$ cat src/rtl/sfp_pkg.sv
// Constants, register map and types of the switch forwarding-policy block
package sfp_pkg;

  // ************************************************************
  // Sizes
  // ************************************************************
  localparam int NPORT = 3;
  localparam int VLAN_ENTRIES = 16;
  localparam int VID_W = 12;
  localparam int FID_W = 4;

  // ************************************************************
  // Register offsets
  // ************************************************************
  localparam logic [6:0] REG_GLOBAL = 7'h05;
  localparam logic [6:0] REG_SPECIAL = 7'h0B;
  localparam logic [6:0] REG_PORT_BASE = 7'h10;
  localparam logic [6:0] REG_PORT_STRIDE = 7'h10;
  localparam logic [6:0] OFS_SNIFF = 7'h01;
  localparam logic [6:0] OFS_VLANCTL = 7'h02;
  localparam logic [6:0] OFS_TAG_HI = 7'h03;
  localparam logic [6:0] OFS_TAG_LO = 7'h04;
  localparam logic [6:0] REG_VT_INDEX = 7'h70;
  localparam logic [6:0] REG_VT_VID_LO = 7'h71;
  localparam logic [6:0] REG_VT_VID_HI = 7'h72;
  localparam logic [6:0] REG_VT_COMMIT = 7'h73;
  localparam logic [6:0] REG_OPTIONS = 7'h74;
  localparam logic [6:0] REG_STATUS = 7'h75;

  // ************************************************************
  // Field positions and reset values
  // ************************************************************
  localparam int BIT_MIRROR_AND = 0;
  localparam int SCHEME_LSB = 2;
  localparam int BIT_IGMP_EN = 6;
  localparam int BIT_SPECIAL_EN = 0;
  localparam int BIT_SPLIT = 0;
  localparam int BIT_TAG_INSERT = 2;
  localparam int BIT_PORT_PRIO = 4;
  localparam int BIT_TX_SNIFF = 5;
  localparam int BIT_RX_SNIFF = 6;
  localparam int BIT_SNIFFER = 7;
  localparam int BIT_LEARN_DIS = 0;
  localparam int BIT_RX_EN = 1;
  localparam int BIT_TX_EN = 2;
  localparam int BIT_DISCARD_NONPVID = 5;
  localparam int BIT_INGRESS_FILTER = 6;
  localparam int BIT_SNIFF_BAD = 0;
  localparam int BIT_VLAN_MODE = 1;
  localparam int BIT_VT_VALID = 3;
  localparam logic [7:0] REG_RESET = 8'h00;
  localparam logic [7:0] VLANCTL_RESET = 8'h06;

  // ************************************************************
  // Tag and frame constants
  // ************************************************************
  localparam logic [11:0] SPECIAL_TAG_ID = 12'h810;
  localparam logic [15:0] TPID_8021Q = 16'h8100;
  localparam logic [3:0] IP_VERSION_V4 = 4'h4;
  localparam logic [7:0] IP_PROTO_IGMP = 8'h02;
  localparam logic [3:0] MASK_PORT1 = 4'h1;
  localparam logic [3:0] MASK_PORT2 = 4'h2;
  localparam logic [1:0] PORT_CPU = 2'h2;
  localparam logic [3:0] RATIO_10 = 4'hA;
  localparam logic [3:0] RATIO_5 = 4'h5;
  localparam logic [3:0] RATIO_2 = 4'h2;

  // Scheduling schemes in field order, zero to three
  typedef enum logic [1:0] {
    SFP_STRICT,
    SFP_RATIO_10,
    SFP_RATIO_5,
    SFP_RATIO_2
  } sfp_scheme_t;

endpackage : sfp_pkg

$ cat src/rtl/sfp_forwarding_policy.sv
// Forwarding decision, mirroring, special tagging and queue scheduling of a 3-port switch
//
// Decided for this implementation: the placing of the registers and the plain strobed port.
`timescale 1ns/1ns
module sfp_forwarding_policy (
  input wire logic i_clk,
  input wire logic i_resetn,
  input wire logic [6:0] i_addr,
  input wire logic [7:0] i_wdata,
  input wire logic i_wr,
  input wire logic i_rd,
  output logic [7:0] o_rdata,
  input wire logic [2:0] i_strap_split_queue_enable,
  input wire logic i_strap_scheme_select_high,
  input wire logic i_strap_scheme_select_low,
  input wire logic [2:0] i_strap_port_priority_enable,
  input wire logic i_frm_valid,
  input wire logic [1:0] i_frm_port,
  input wire logic i_frm_tagged,
  input wire logic [15:0] i_frm_tci,
  input wire logic [3:0] i_frm_special_mask,
  input wire logic i_frm_rx_error,
  input wire logic i_frm_is_ip,
  input wire logic [3:0] i_frm_ip_version,
  input wire logic [7:0] i_frm_ip_protocol,
  input wire logic i_frm_high_class,
  input wire logic i_static_hit,
  input wire logic i_static_use_fid,
  input wire logic [3:0] i_static_fid,
  input wire logic [2:0] i_static_ports,
  input wire logic i_dyn_da_hit,
  input wire logic [1:0] i_dyn_da_port,
  input wire logic i_dyn_sa_hit,
  output logic o_dec_valid,
  output logic [2:0] o_dec_dest,
  output logic [3:0] o_dec_fid,
  output logic o_dec_discard,
  output logic o_dec_learn,
  output logic o_dec_refresh,
  output logic o_dec_mirrored,
  output logic [2:0] o_dec_high_queue,
  output logic o_tag_insert,
  output logic o_tag_rewrite,
  output logic [15:0] o_tag_word,
  output logic [15:0] o_tag_tci,
  output logic o_crc_recalc,
  input wire logic [2:0] i_q_high_busy,
  input wire logic [2:0] i_q_low_busy,
  input wire logic [2:0] i_tx_take,
  output logic [2:0] o_tx_pick_high
);

  // ************************************************************
  // Functions
  // ************************************************************
  // One-hot port from a port number; number 3 maps to nothing
  function automatic logic [2:0] port_onehot(input logic [1:0] num);
    logic [2:0] r;
    r = 3'h0;
    if (num < 2'h3) begin
      r[num] = 1'b1;
    end
    return r;
  endfunction : port_onehot

  function automatic logic [3:0] ratio_of(input sfp_pkg::sfp_scheme_t s);
    logic [3:0] r;
    r = sfp_pkg::RATIO_2;
    case (s)
      sfp_pkg::SFP_RATIO_10: r = sfp_pkg::RATIO_10;
      sfp_pkg::SFP_RATIO_5: r = sfp_pkg::RATIO_5;
      default: r = sfp_pkg::RATIO_2;
    endcase
    return r;
  endfunction : ratio_of

  // ************************************************************
  // Register file
  // ************************************************************
  logic [7:0] regs [0:127];
  logic [11:0] vt_vid [0:sfp_pkg::VLAN_ENTRIES-1];
  logic [3:0] vt_fid [0:sfp_pkg::VLAN_ENTRIES-1];
  logic [2:0] vt_members [0:sfp_pkg::VLAN_ENTRIES-1];
  logic [sfp_pkg::VLAN_ENTRIES-1:0] vt_valid;
  logic [7:0] status;
  wire vt_commit = i_wr && (i_addr == sfp_pkg::REG_VT_COMMIT);
  wire [3:0] vt_index = regs[sfp_pkg::REG_VT_INDEX][3:0];
  wire [7:0] rd_word = (i_addr == sfp_pkg::REG_STATUS) ? status : regs[i_addr];

  // Byte registers; reset leaves the ports enabled for receive and transmit
  always_ff @(posedge i_clk or negedge i_resetn) begin
    if (!i_resetn) begin
      for (int a = 0; a < 128; a++) begin
        regs[a] <= ((a[3:0] == 4'h2) && (a >= 16) && (a < 64)) ?
                   sfp_pkg::VLANCTL_RESET : sfp_pkg::REG_RESET;
      end
    end else if (i_wr) begin
      regs[i_addr] <= i_wdata;
    end
  end

  // VLAN table entry is written whole on the commit byte
  always_ff @(posedge i_clk or negedge i_resetn) begin
    if (!i_resetn) begin
      vt_valid <= '0;
      for (int e = 0; e < sfp_pkg::VLAN_ENTRIES; e++) begin
        vt_vid[e] <= 12'h000;
        vt_fid[e] <= 4'h0;
        vt_members[e] <= 3'h0;
      end
    end else if (vt_commit) begin
      vt_vid[vt_index] <= {regs[sfp_pkg::REG_VT_VID_HI][3:0], regs[sfp_pkg::REG_VT_VID_LO]};
      vt_fid[vt_index] <= regs[sfp_pkg::REG_VT_VID_HI][7:4];
      vt_members[vt_index] <= i_wdata[2:0];
      vt_valid[vt_index] <= i_wdata[sfp_pkg::BIT_VT_VALID];
    end
  end

  // Read data stands only in the cycle after the strobe
  always_ff @(posedge i_clk or negedge i_resetn) begin
    if (!i_resetn) begin
      o_rdata <= 8'h00;
    end else begin
      o_rdata <= i_rd ? rd_word : 8'h00;
    end
  end

  // ************************************************************
  // Strap synchronisers
  // ************************************************************
  logic [7:0] strap_meta;
  logic [7:0] strap_sync;
  always_ff @(posedge i_clk or negedge i_resetn) begin
    if (!i_resetn) begin
      strap_meta <= 8'h00;
      strap_sync <= 8'h00;
    end else begin
      strap_meta <= {i_strap_scheme_select_high, i_strap_scheme_select_low,
                     i_strap_port_priority_enable, i_strap_split_queue_enable};
      strap_sync <= strap_meta;
    end
  end

  // ************************************************************
  // Field decode
  // ************************************************************
  wire [7:0] glob = regs[sfp_pkg::REG_GLOBAL];
  wire [7:0] opts = regs[sfp_pkg::REG_OPTIONS];
  wire mirror_and = glob[sfp_pkg::BIT_MIRROR_AND];
  wire igmp_en = glob[sfp_pkg::BIT_IGMP_EN];
  wire vlan_mode = opts[sfp_pkg::BIT_VLAN_MODE];
  wire sniff_bad = opts[sfp_pkg::BIT_SNIFF_BAD];
  // Straps OR into the field so either may pick the scheme
  wire [1:0] scheme_code = glob[sfp_pkg::SCHEME_LSB +: 2] | strap_sync[7:6];
  wire [2:0] split_q;
  wire [2:0] port_prio;
  wire [2:0] rx_sniff;
  wire [2:0] tx_sniff;
  wire [2:0] sniffer;
  wire [2:0] rx_en;
  wire [2:0] tx_en;
  wire [2:0] learn_dis;
  wire [2:0] in_filter;
  wire [2:0] drop_nonpvid;
  wire [15:0] def_tag [0:2];

  // Per-port fields from each port's register group
  for (genvar p = 0; p < sfp_pkg::NPORT; p++) begin : g_port
    localparam logic [6:0] BASE = 7'(sfp_pkg::REG_PORT_BASE + p * sfp_pkg::REG_PORT_STRIDE);
    wire [7:0] ctl = regs[BASE];
    wire [7:0] snf = regs[BASE + sfp_pkg::OFS_SNIFF];
    wire [7:0] vct = regs[BASE + sfp_pkg::OFS_VLANCTL];
    assign split_q[p] = ctl[sfp_pkg::BIT_SPLIT] | strap_sync[p];
    assign port_prio[p] = ctl[sfp_pkg::BIT_PORT_PRIO] | strap_sync[p+3];
    assign rx_sniff[p] = snf[sfp_pkg::BIT_RX_SNIFF];
    assign tx_sniff[p] = snf[sfp_pkg::BIT_TX_SNIFF];
    assign sniffer[p] = snf[sfp_pkg::BIT_SNIFFER];
    assign rx_en[p] = vct[sfp_pkg::BIT_RX_EN];
    assign tx_en[p] = vct[sfp_pkg::BIT_TX_EN];
    assign learn_dis[p] = vct[sfp_pkg::BIT_LEARN_DIS];
    assign in_filter[p] = vct[sfp_pkg::BIT_INGRESS_FILTER];
    assign drop_nonpvid[p] = vct[sfp_pkg::BIT_DISCARD_NONPVID];
    assign def_tag[p] = {regs[BASE + sfp_pkg::OFS_TAG_HI], regs[BASE + sfp_pkg::OFS_TAG_LO]};
  end

  // Special tagging needs both the global bit and the processor port insert bit
  wire special_on = regs[sfp_pkg::REG_SPECIAL][sfp_pkg::BIT_SPECIAL_EN] &&
                    regs[sfp_pkg::REG_PORT_BASE + 7'(2) * sfp_pkg::REG_PORT_STRIDE]
                        [sfp_pkg::BIT_TAG_INSERT];

  // ************************************************************
  // VLAN lookup
  // ************************************************************
  wire [2:0] in_oh = port_onehot(i_frm_port);
  wire [1:0] in_idx = (i_frm_port == 2'h3) ? sfp_pkg::PORT_CPU : i_frm_port;
  wire [15:0] in_tag = def_tag[in_idx];
  wire [11:0] port_default_vlan_id = in_tag[11:0];
  wire [11:0] frm_vid = i_frm_tci[11:0];
  wire vid_null = (frm_vid == 12'h000);
  wire [11:0] eff_vid = (i_frm_tagged && !vid_null) ? frm_vid : port_default_vlan_id;
  wire [sfp_pkg::VLAN_ENTRIES-1:0] vt_match;
  for (genvar e = 0; e < sfp_pkg::VLAN_ENTRIES; e++) begin : g_vt
    assign vt_match[e] = vt_valid[e] && (vt_vid[e] == eff_vid);
  end

  // Lowest matching entry wins if software loads duplicates
  logic [3:0] vt_fid_sel;
  logic [2:0] vt_mem_sel;
  always_comb begin
    vt_fid_sel = 4'h0;
    vt_mem_sel = 3'h0;
    for (int e = sfp_pkg::VLAN_ENTRIES - 1; e >= 0; e--) begin
      if (vt_match[e]) begin
        vt_fid_sel = vt_fid[e];
        vt_mem_sel = vt_members[e];
      end
    end
  end
  wire vt_hit = |vt_match;

  // ************************************************************
  // Forwarding decision
  // ************************************************************
  wire from_cpu = (in_idx == sfp_pkg::PORT_CPU);
  // Masks are parsed only on the processor port
  wire override = special_on && from_cpu && (i_frm_special_mask != 4'h0);
  wire igmp_trap = igmp_en && i_frm_is_ip && (i_frm_ip_version == sfp_pkg::IP_VERSION_V4) &&
                   (i_frm_ip_protocol == sfp_pkg::IP_PROTO_IGMP);
  wire vid_bad = vlan_mode && !vt_hit;
  wire filt_bad = vlan_mode && in_filter[in_idx] && !(|(vt_mem_sel & in_oh));
  wire port_default_vlan_id_bad = drop_nonpvid[in_idx] && i_frm_tagged && !vid_null && (frm_vid != port_default_vlan_id);
  wire policy_drop = !override && (vid_bad || filt_bad || port_default_vlan_id_bad);
  wire static_ok = i_static_hit && (!vlan_mode || !i_static_use_fid ||
                   (i_static_fid == vt_fid_sel));
  wire [2:0] flood = vlan_mode ? vt_mem_sel : 3'h7;
  wire [2:0] lookup_ports = static_ok ? i_static_ports :
                            i_dyn_da_hit ? port_onehot(i_dyn_da_port) : flood;
  // A blocked ingress still reaches the processor, a blocked egress still hears it
  wire [2:0] state_mask = rx_en[in_idx] ? (tx_en | 3'h4 | (from_cpu ? 3'h7 : 3'h0)) : 3'h4;
  wire [2:0] normal_dest = igmp_trap ? 3'h4 : (lookup_ports & ~in_oh & state_mask);
  wire [2:0] base_dest = override ? i_frm_special_mask[2:0] :
                         (policy_drop || i_frm_rx_error) ? 3'h0 : normal_dest;
  // Mirror conditions; errored frames only by option
  wire rx_mirror = rx_sniff[in_idx] && (!i_frm_rx_error || sniff_bad);
  wire tx_mirror = |(base_dest & tx_sniff);
  wire mirror_hit = !policy_drop && (mirror_and ? (rx_mirror && tx_mirror)
                                                : (rx_mirror || tx_mirror));
  // OR keeps the normal copy intact and adds the sniffer once
  wire [2:0] final_dest = base_dest | (mirror_hit ? sniffer : 3'h0);
  wire learn_ok = !policy_drop && !i_frm_rx_error && !learn_dis[in_idx] && !override;
  wire is_high = port_prio[in_idx] || i_frm_high_class;
  wire [2:0] high_q = (is_high ? 3'h7 : 3'h0) & split_q;

  // ************************************************************
  // Upstream special tag to the processor
  // ************************************************************
  wire up_tag = special_on && !from_cpu && final_dest[2];
  wire [3:0] src_mask = (i_frm_port == 2'h0) ? sfp_pkg::MASK_PORT1 : sfp_pkg::MASK_PORT2;
  wire [15:0] null_fix_tci = {i_frm_tci[15:12], vid_null ? port_default_vlan_id : frm_vid};
  wire [15:0] up_tci = i_frm_tagged ? null_fix_tci : in_tag;
  wire [15:0] up_word = {sfp_pkg::SPECIAL_TAG_ID, src_mask};

  // Decision outputs, one cycle after the descriptor
  always_ff @(posedge i_clk or negedge i_resetn) begin
    if (!i_resetn) begin
      o_dec_valid <= 1'b0;
      o_dec_dest <= 3'h0;
      o_dec_fid <= 4'h0;
      o_dec_discard <= 1'b0;
      o_dec_learn <= 1'b0;
      o_dec_refresh <= 1'b0;
      o_dec_mirrored <= 1'b0;
      o_dec_high_queue <= 3'h0;
    end else begin
      o_dec_valid <= i_frm_valid;
      o_dec_dest <= i_frm_valid ? final_dest : 3'h0;
      o_dec_fid <= vt_fid_sel;
      o_dec_discard <= i_frm_valid && (final_dest == 3'h0);
      o_dec_learn <= i_frm_valid && learn_ok && !i_dyn_sa_hit;
      o_dec_refresh <= i_frm_valid && learn_ok && i_dyn_sa_hit;
      o_dec_mirrored <= i_frm_valid && mirror_hit;
      o_dec_high_queue <= i_frm_valid ? high_q : 3'h0;
    end
  end

  // Tag editing for the processor copy; other egress copies stay as they are
  always_ff @(posedge i_clk or negedge i_resetn) begin
    if (!i_resetn) begin
      o_tag_insert <= 1'b0;
      o_tag_rewrite <= 1'b0;
      o_tag_word <= sfp_pkg::TPID_8021Q;
      o_tag_tci <= 16'h0000;
      o_crc_recalc <= 1'b0;
    end else begin
      o_tag_insert <= i_frm_valid && up_tag && !i_frm_tagged;
      o_tag_rewrite <= i_frm_valid && up_tag && i_frm_tagged;
      o_tag_word <= up_tag ? up_word : sfp_pkg::TPID_8021Q;
      o_tag_tci <= up_tci;
      o_crc_recalc <= i_frm_valid && up_tag;
    end
  end

  // Status byte shows the last decision
  always_ff @(posedge i_clk or negedge i_resetn) begin
    if (!i_resetn) begin
      status <= 8'h00;
    end else if (i_frm_valid) begin
      status <= {override, igmp_trap, mirror_hit, policy_drop, vt_hit, final_dest};
    end
  end

  // ************************************************************
  // Transmit queue scheduling
  // ************************************************************
  wire [3:0] ratio = ratio_of(sfp_pkg::sfp_scheme_t'(scheme_code));
  wire strict = (scheme_code == 2'(sfp_pkg::SFP_STRICT));
  logic [3:0] high_run [0:2];
  for (genvar q = 0; q < sfp_pkg::NPORT; q++) begin : g_sched
    wire both = i_q_high_busy[q] && i_q_low_busy[q];
    // One low after ratio highs while both wait; strict waits for an empty high queue
    wire want_high = split_q[q] && i_q_high_busy[q] &&
                     (!i_q_low_busy[q] || strict || (high_run[q] < ratio));
    always_ff @(posedge i_clk or negedge i_resetn) begin
      if (!i_resetn) begin
        high_run[q] <= 4'h0;
      end else if (i_tx_take[q]) begin
        high_run[q] <= (o_tx_pick_high[q] && both) ? high_run[q] + 4'h1 : 4'h0;
      end
    end
    always_ff @(posedge i_clk or negedge i_resetn) begin
      if (!i_resetn) begin
        o_tx_pick_high[q] <= 1'b0;
      end else begin
        o_tx_pick_high[q] <= want_high;
      end
    end
  end
endmodule : sfp_forwarding_policy

$ cat config.mk
export PLATFORM = sky130hd
export DESIGN_NAME = sfp_forwarding_policy
export DESIGN_NICKNAME = d
export VERILOG_FILES = /design/src/rtl/sfp_pkg.sv /design/src/rtl/sfp_forwarding_policy.sv
export SDC_FILE = /design/constraint.sdc
export NUM_CORES = 2
export LEC_CHECK = 0
export BUFFER_PORTS_ARGS = -buffer_cell sky130_fd_sc_hd__buf_4
export CAP_MARGIN = 10
export CORE_ASPECT_RATIO = 1.1
export CORE_MARGIN = 2
export CORE_UTILIZATION = 30
export CTS_BUF_LIST = sky130_fd_sc_hd__clkbuf_8
export DETAILED_ROUTE_END_ITERATION = 8
export MAX_ROUTING_LAYER = met4
export REMOVE_ABC_BUFFERS = 1
export SYNTH_ARGS = -nofsm -noshare
export SYNTH_HDL_FRONTEND = slang
export SYNTH_SLANG_ARGS = --single-unit
export TNS_END_PERCENT = 1
$ cat constraint.sdc
create_clock -name i_clk -period 6.7 [get_ports i_clk]
set_input_delay 1.005 -clock i_clk [delete_from_list [all_inputs] [get_ports i_clk]]
set_output_delay 1.005 -clock i_clk [all_outputs]
set_load 0.02 [all_outputs]
After elaboration in Yosys (flattened, before gate mapping)

Index checks and enable logic that the tools add are counted.

Multiplexer cells: 96
Reduce and logical (&&, ||, !) cells: 102
Bitwise gates (word level): 18
$lt $le $gt $ge: 17
$add $sub $neg: 3
Equality and inequality tests: 26

Operators by type and width:

| kind                                                           | count |
|---|---|
| 1024-bit bitwise mux                                           | 1 |
| 192-bit bitwise mux                                            | 1 |
| 12-bit equality test                                           | 16 |
| 3-bit 2-to-1 mux                                               | 31 |
| 4-bit 2-to-1 mux                                               | 20 |
| 1-bit logical AND                                              | 65 |
| 64-bit bitwise mux                                             | 1 |
| 8-bit binary-select mux with 7-bit select                      | 1 |
| 8-bit demux with 7-bit select                                  | 1 |
| 48-bit bitwise mux                                             | 1 |
| 12-bit demux with 4-bit select                                 | 1 |
| 16-bit 2-to-1 mux                                              | 3 |
| 8-bit 2-to-1 mux                                               | 5 |
| 12-bit 2-to-1 mux                                              | 3 |
| 16-bit binary-select mux with 2-bit select                     | 1 |
| 16-bit bitwise mux                                             | 1 |
| 4-bit demux with 4-bit select                                  | 1 |
| 16-bit OR reduction                                            | 1 |
| 3-bit bitwise AND                                              | 5 |
| 1-bit logical NOT                                              | 15 |
| 7-bit equality test (second input constant)                    | 2 |
| 1-bit logical OR                                               | 14 |
| 4-bit by 1-bit adder with 4-bit output (second input constant) | 3 |
| 1-bit binary-select mux with 2-bit select                      | 6 |
| 35 further kinds                                               | 63 |

Output and inout port bits: 61
Input port bits: 88
Bits in registers: 1441
Logic and storage cells: 462

Longest topological paths before layout

Depth after elaboration: 45
Gate-level depth with buffers: 22
Gate-level depth less buffers: 17

Least setup slack after synthesis

OpenSTA, ideal clock, no wires.

Path type: in2reg
Start point: input port i_frm_tci[0]
End point: register o_dec_discard
Library setup time: 0.120 ns
Path buffers: 3
Data required time: 6.580 ns
Setup slack: 0.398 ns
Data arrival time: 6.181 ns
Stages on the path: 19
Cells stage by stage: buf_2 -> nor4_1 -> a31oi_1 -> buf_2 -> o21ai_1 -> xor2_1 -> or4b_2 -> or2_0 -> buf_2 -> a2111o_1 -> a2111oi_4 -> and2_1 -> o2bb2ai_1 -> nor4_4 -> a21oi_1 -> o221a_1 -> nor4b_2 -> o311ai_1 -> and4_1

Longest elaborated chain between the ends: 41
Elaborated cells between the ends (all ways): 104
Those cells by class: 18 x eq/ne; 41 x mux; 5 x bitwise; 40 x reduce/logical

RTL lines:

| element                                                     | line                         | source |
|---|---|---|
| from (decl)                                                 | sfp_forwarding_policy.sv:20  | `input wire logic [15:0] i_frm_tci,` |
| branches (longest 38 deep; another with 12-bit logical NOT) | n/a                          |  |
| 3-bit bitwise OR *                                          | sfp_forwarding_policy.sv:249 | `wire [2:0] final_dest = base_dest \| (mirror_hit ? sniffer : 3'h0);` |
| 3-bit logical NOT *                                         | sfp_forwarding_policy.sv:278 | `o_dec_discard <= i_frm_valid && (final_dest == 3'h0);` |
| 1-bit logical AND *                                         | sfp_forwarding_policy.sv:278 |  |
| to (signal assigned)                                        | sfp_forwarding_policy.sv:278 |  |
| to (decl)                                                   | sfp_forwarding_policy.sv:37  | `output logic o_dec_discard,` |

Every way passes the cells marked *.
A chain may end at the register's enable or synchronous reset.

Worst setup path after layout

Start point: input port i_frm_port[0]
End point: register o_tag_word[0]

Longest elaborated chain between the ends: 44
Elaborated cells between the ends (all ways): 137
Those cells by class: 3 x order compare; 20 x eq/ne; 60 x mux; 8 x bitwise; 46 x reduce/logical

RTL lines:

| element                                                                             | line                         | source |
|---|---|---|
| from (decl)                                                                         | sfp_forwarding_policy.sv:18  | `input wire logic [1:0] i_frm_port,` |
| branches (longest 43 deep; another with 16-bit binary-select mux with 2-bit select) | n/a                          |  |
| 2-bit 2-to-1 mux *                                                                  | sfp_forwarding_policy.sv:297 | `o_tag_word <= up_tag ? up_word : sfp_pkg::TPID_8021Q;` |
| to (signal assigned)                                                                | sfp_forwarding_policy.sv:291 | `o_tag_word <= sfp_pkg::TPID_8021Q;` |
| to (signal assigned)                                                                | sfp_forwarding_policy.sv:297 |  |
| to (decl)                                                                           | sfp_forwarding_policy.sv:44  | `output logic [15:0] o_tag_word,` |

Every way passes the cells marked *. The select of a mux whose other input is x is not followed.

==> out/results.tsv <==
metric	value	unit
ys_top_cells_by_area	dfrtp_1 53%, mux2_2 22%, a22oi_1 3.8%, clkbuf_1 1.8%, nand2_1 1.3%	
r2r-start	def_tag[33]	
numPortBuffers	134	
place_area	73500	um^2
rsz0062_at_grt	false	
route.detailed.drc	0	
holdWs	0.155	ns
reg2reg_to	o_tag_word[0]	
skew	0.0853	ns
setup_viol	0	
worst_setup_path_start_kind	primary input	
clkPwrFrac	41.0	%
synth_top_area_share	52.8	%
reg2reg_slack	0.67	ns
finalNetCount	5867	
ys_types	100	
clk_latency	1.02	ns
r2r_cells	20	
ys_seq_area_share	53.1	%
pwr-share-comb	10.6	%
drive_gt1_share	38.1	%
dpl_worst_slack	-0.372	ns
rows	182	
layout_commonest_cell	dfrtp_1	
worst_slack	0.645	ns
cpMaxStageDelayCell	a221oi_1	
die_area	228000	um^2
cp.arrival	6.93	ns
fmax	0.165	GHz
cp.depth	26	
grt_pass1_wl	359000	um
clk_path_buf_depth	3	
cts_made_buffers	237	
yosysWarnings	0	
synth-edff-count	0	
hold_path.class	primary input to flip-flop	
grt_max_degree	184	
postCtsSetupBuffers	0	
syn-cell-area	67100	um^2
swShare	27.5	%
clk_pin_slew	0.06	ns
seqPwrFrac	48.4	%
fin_area	78600	um^2
intPower	0.0142	W
clockRootBuffer	clkbuf_8	
crit_path_max_fanout	11	
ir_drop	0.228	mV
synthArstFlopShare	100	%
pin_count	149	
path_buf_inv	10	
hp-start	i_strap_port_priority_enable[0]	
dieWidth	455	um
relSlewSlack	16.1	%
place_hpwl	168000	um
tightestPinTransition	1.25	ns
drt_first_pass_iters	5	
critPathMaxStageDelay	0.59	ns
critical_path_required	7.57	ns
vias	49829	
fin_crit_sh	90.4	%
synth_area_per_cell	12.4	um^2
ant_nets	0	
critPathKind	primary input to flip-flop	
initial_core_util	30.1	%
syn_inst	5416	
drt-total-wl	248000	um
worstHoldEndpoint	strap_meta[3]	
syn_to_final_growth	17.0	%
finalHoldViolations	0	
cts_tree	built	
status	finished, final reports clean	
core-area	223000	um^2
drv_cap	0	
synth-main-ff-cell	dfrtp_1	
mostFrequentLayoutCells	1416 x dfrtp_1, 1338 x mux2_2, 482 x buf_4	
clock_sinks	1423	
end_kind	flip-flop	
drt_iter0_drc	4913	
p_leak	36.6	nW
place.gp.congestion	0.988	
viasPerCell	5.59	
wl_per_cell	27.8	um
post-synth-top-area-cell	dfrtp_1	
p_sw	0.00538	W
htree_num_levels	4	
crit_top_cell	buf_4	
setup_tns	0	ns
min_path_cells	1	
cpLargestDelayFamily	compound AO/OA/AOI/OAI gates	
overflow	0	
antenna_found_initial	16	
grt_pass1_vias	50351	
ys_ff_latch	1423	
slew_violations	0	
p_per_area	249	nW/um^2
die_h	500	um
finalCriticalPeriod	6.06	ns
grt_usage	21.9	%
critical_path.startpoint	i_frm_port[0]	
==> how the worst max path moves through the flow <==
stage | to
floorplan | regs[696]
global placement | o_tag_rewrite
detailed placement | o_tag_word[0]
CTS | o_tag_word[0]
global route | o_tag_word[0]
finish | o_tag_word[0]
==> layer usage <==
metal,routed length (um),global-route usage (%),up-vias,part of all wire [%]
li1,-,-,21070,-
met3,14400,3.26,550,5.8
met4,13600,11.2,0,5.5
met2,118000,34.4,1980,47
met5,0,-,-,0
met1,102000,27.5,26229,41
==> cell type report <==
cell class / instances / area [um^2]
Fill cell: 21828 / 144000
Sequential cell: 1423 / 35600
Multi-Input combinational cell: 3530 / 29800
Timing Repair Buffer: 512 / 4220
Clock buffer: 303 / 4170
Tap cell: 2944 / 3680
Clock inverter: 132 / 832
Inverter: 63 / 236
Antenna cell: 8 / 20.0
==> flip-flops by register name (all words and copies together), names as in the netlist, 12 cells and up <==
name	count
def_tag	48
g_port.vct	24
o_tag_tci	16
vt_fid	64
high_run	12
g_port.ctl	24
vt_members	48
g_port.snf	24
vt_valid	16
vt_vid	192
regs	884
==> power by group through the flow <==
stage	Clock (W)	Combinational [W]	Sequential [W]
after CTS	0.00819	0.00207	0.00947
after detailed placement	0	0.00206	0.00963
after global placement	0	0.00202	0.00960
after global routing	0.00856	0.00220	0.00954
final	0.00804	0.00207	0.00949
after floorplan	0	0.000960	0.00952
==> synth_stat cells (16+ instances only) <==
library cell	number
a211oi_1	29
nor2_1	201
inv_1	61
xor2_1	53
xnor2_1	91
o21ai_0	113
nand3_1	63
a221oi_1	82
dfrtp_1	1417
nand2b_1	44
nand4_1	79
a21oi_1	70
o211ai_1	36
clkbuf_1	315
mux2i_1	39
buf_2	26
nor3_1	71
a22oi_1	342
a41oi_1	23
buf_4	16
a22o_1	79
or4_1	17
a31oi_1	61
a2111oi_0	17
buf_1	52
nand2_1	239
nor4_1	53
or3_1	17
mux2_2	1338
and3_1	30
o22ai_1	32
==> worst reg2reg max path, delay by kind of cell, from the launching register on <==
kind	cells	cell delay [ns]
AOI/OAI and AO/OA	9	2.08
DFF	1	0.45
buffers and inverters	4	0.75
muxes	1	0.32
and+or+nand+nor	6	2.30
==> metrics by stage <==
step	std cells	power, W	util (%)
6_report	8915	0.0196	35.2
5_1_grt	8914	0.0203	35.2
4_1_cts	8907	0.0197	35.2
3_5_place_dp	8471	0.0117	33.0
3_3_place_gp	8471	0.0116	33.0
2_1_floorplan	5016	0.0105	-
==> timing repair <==
item                                    CTS  global route
resized for setup                         0             1
hold buffers                              1             0
endpoints found under the setup margin    0             4
hold endpoints to repair                 76             0
==> logic make-up (layout without fill, tap and decap cells) <==
logic type	Yosys count	count (layout)	share of synthesized area (%)
AOI/OAI and AO/OA	1064	1064	11.8
xor gates and xnor gates	144	144	1.88
adders and majority gates	12	12	0.224
buffers and inverters	475	1010	2.83
DFF	1423	1423	53.1
muxes	1384	1384	23.3
other	2	22	0.0112
and+or+nand+nor	912	912	6.93
(Power assumes the default switching activity.)
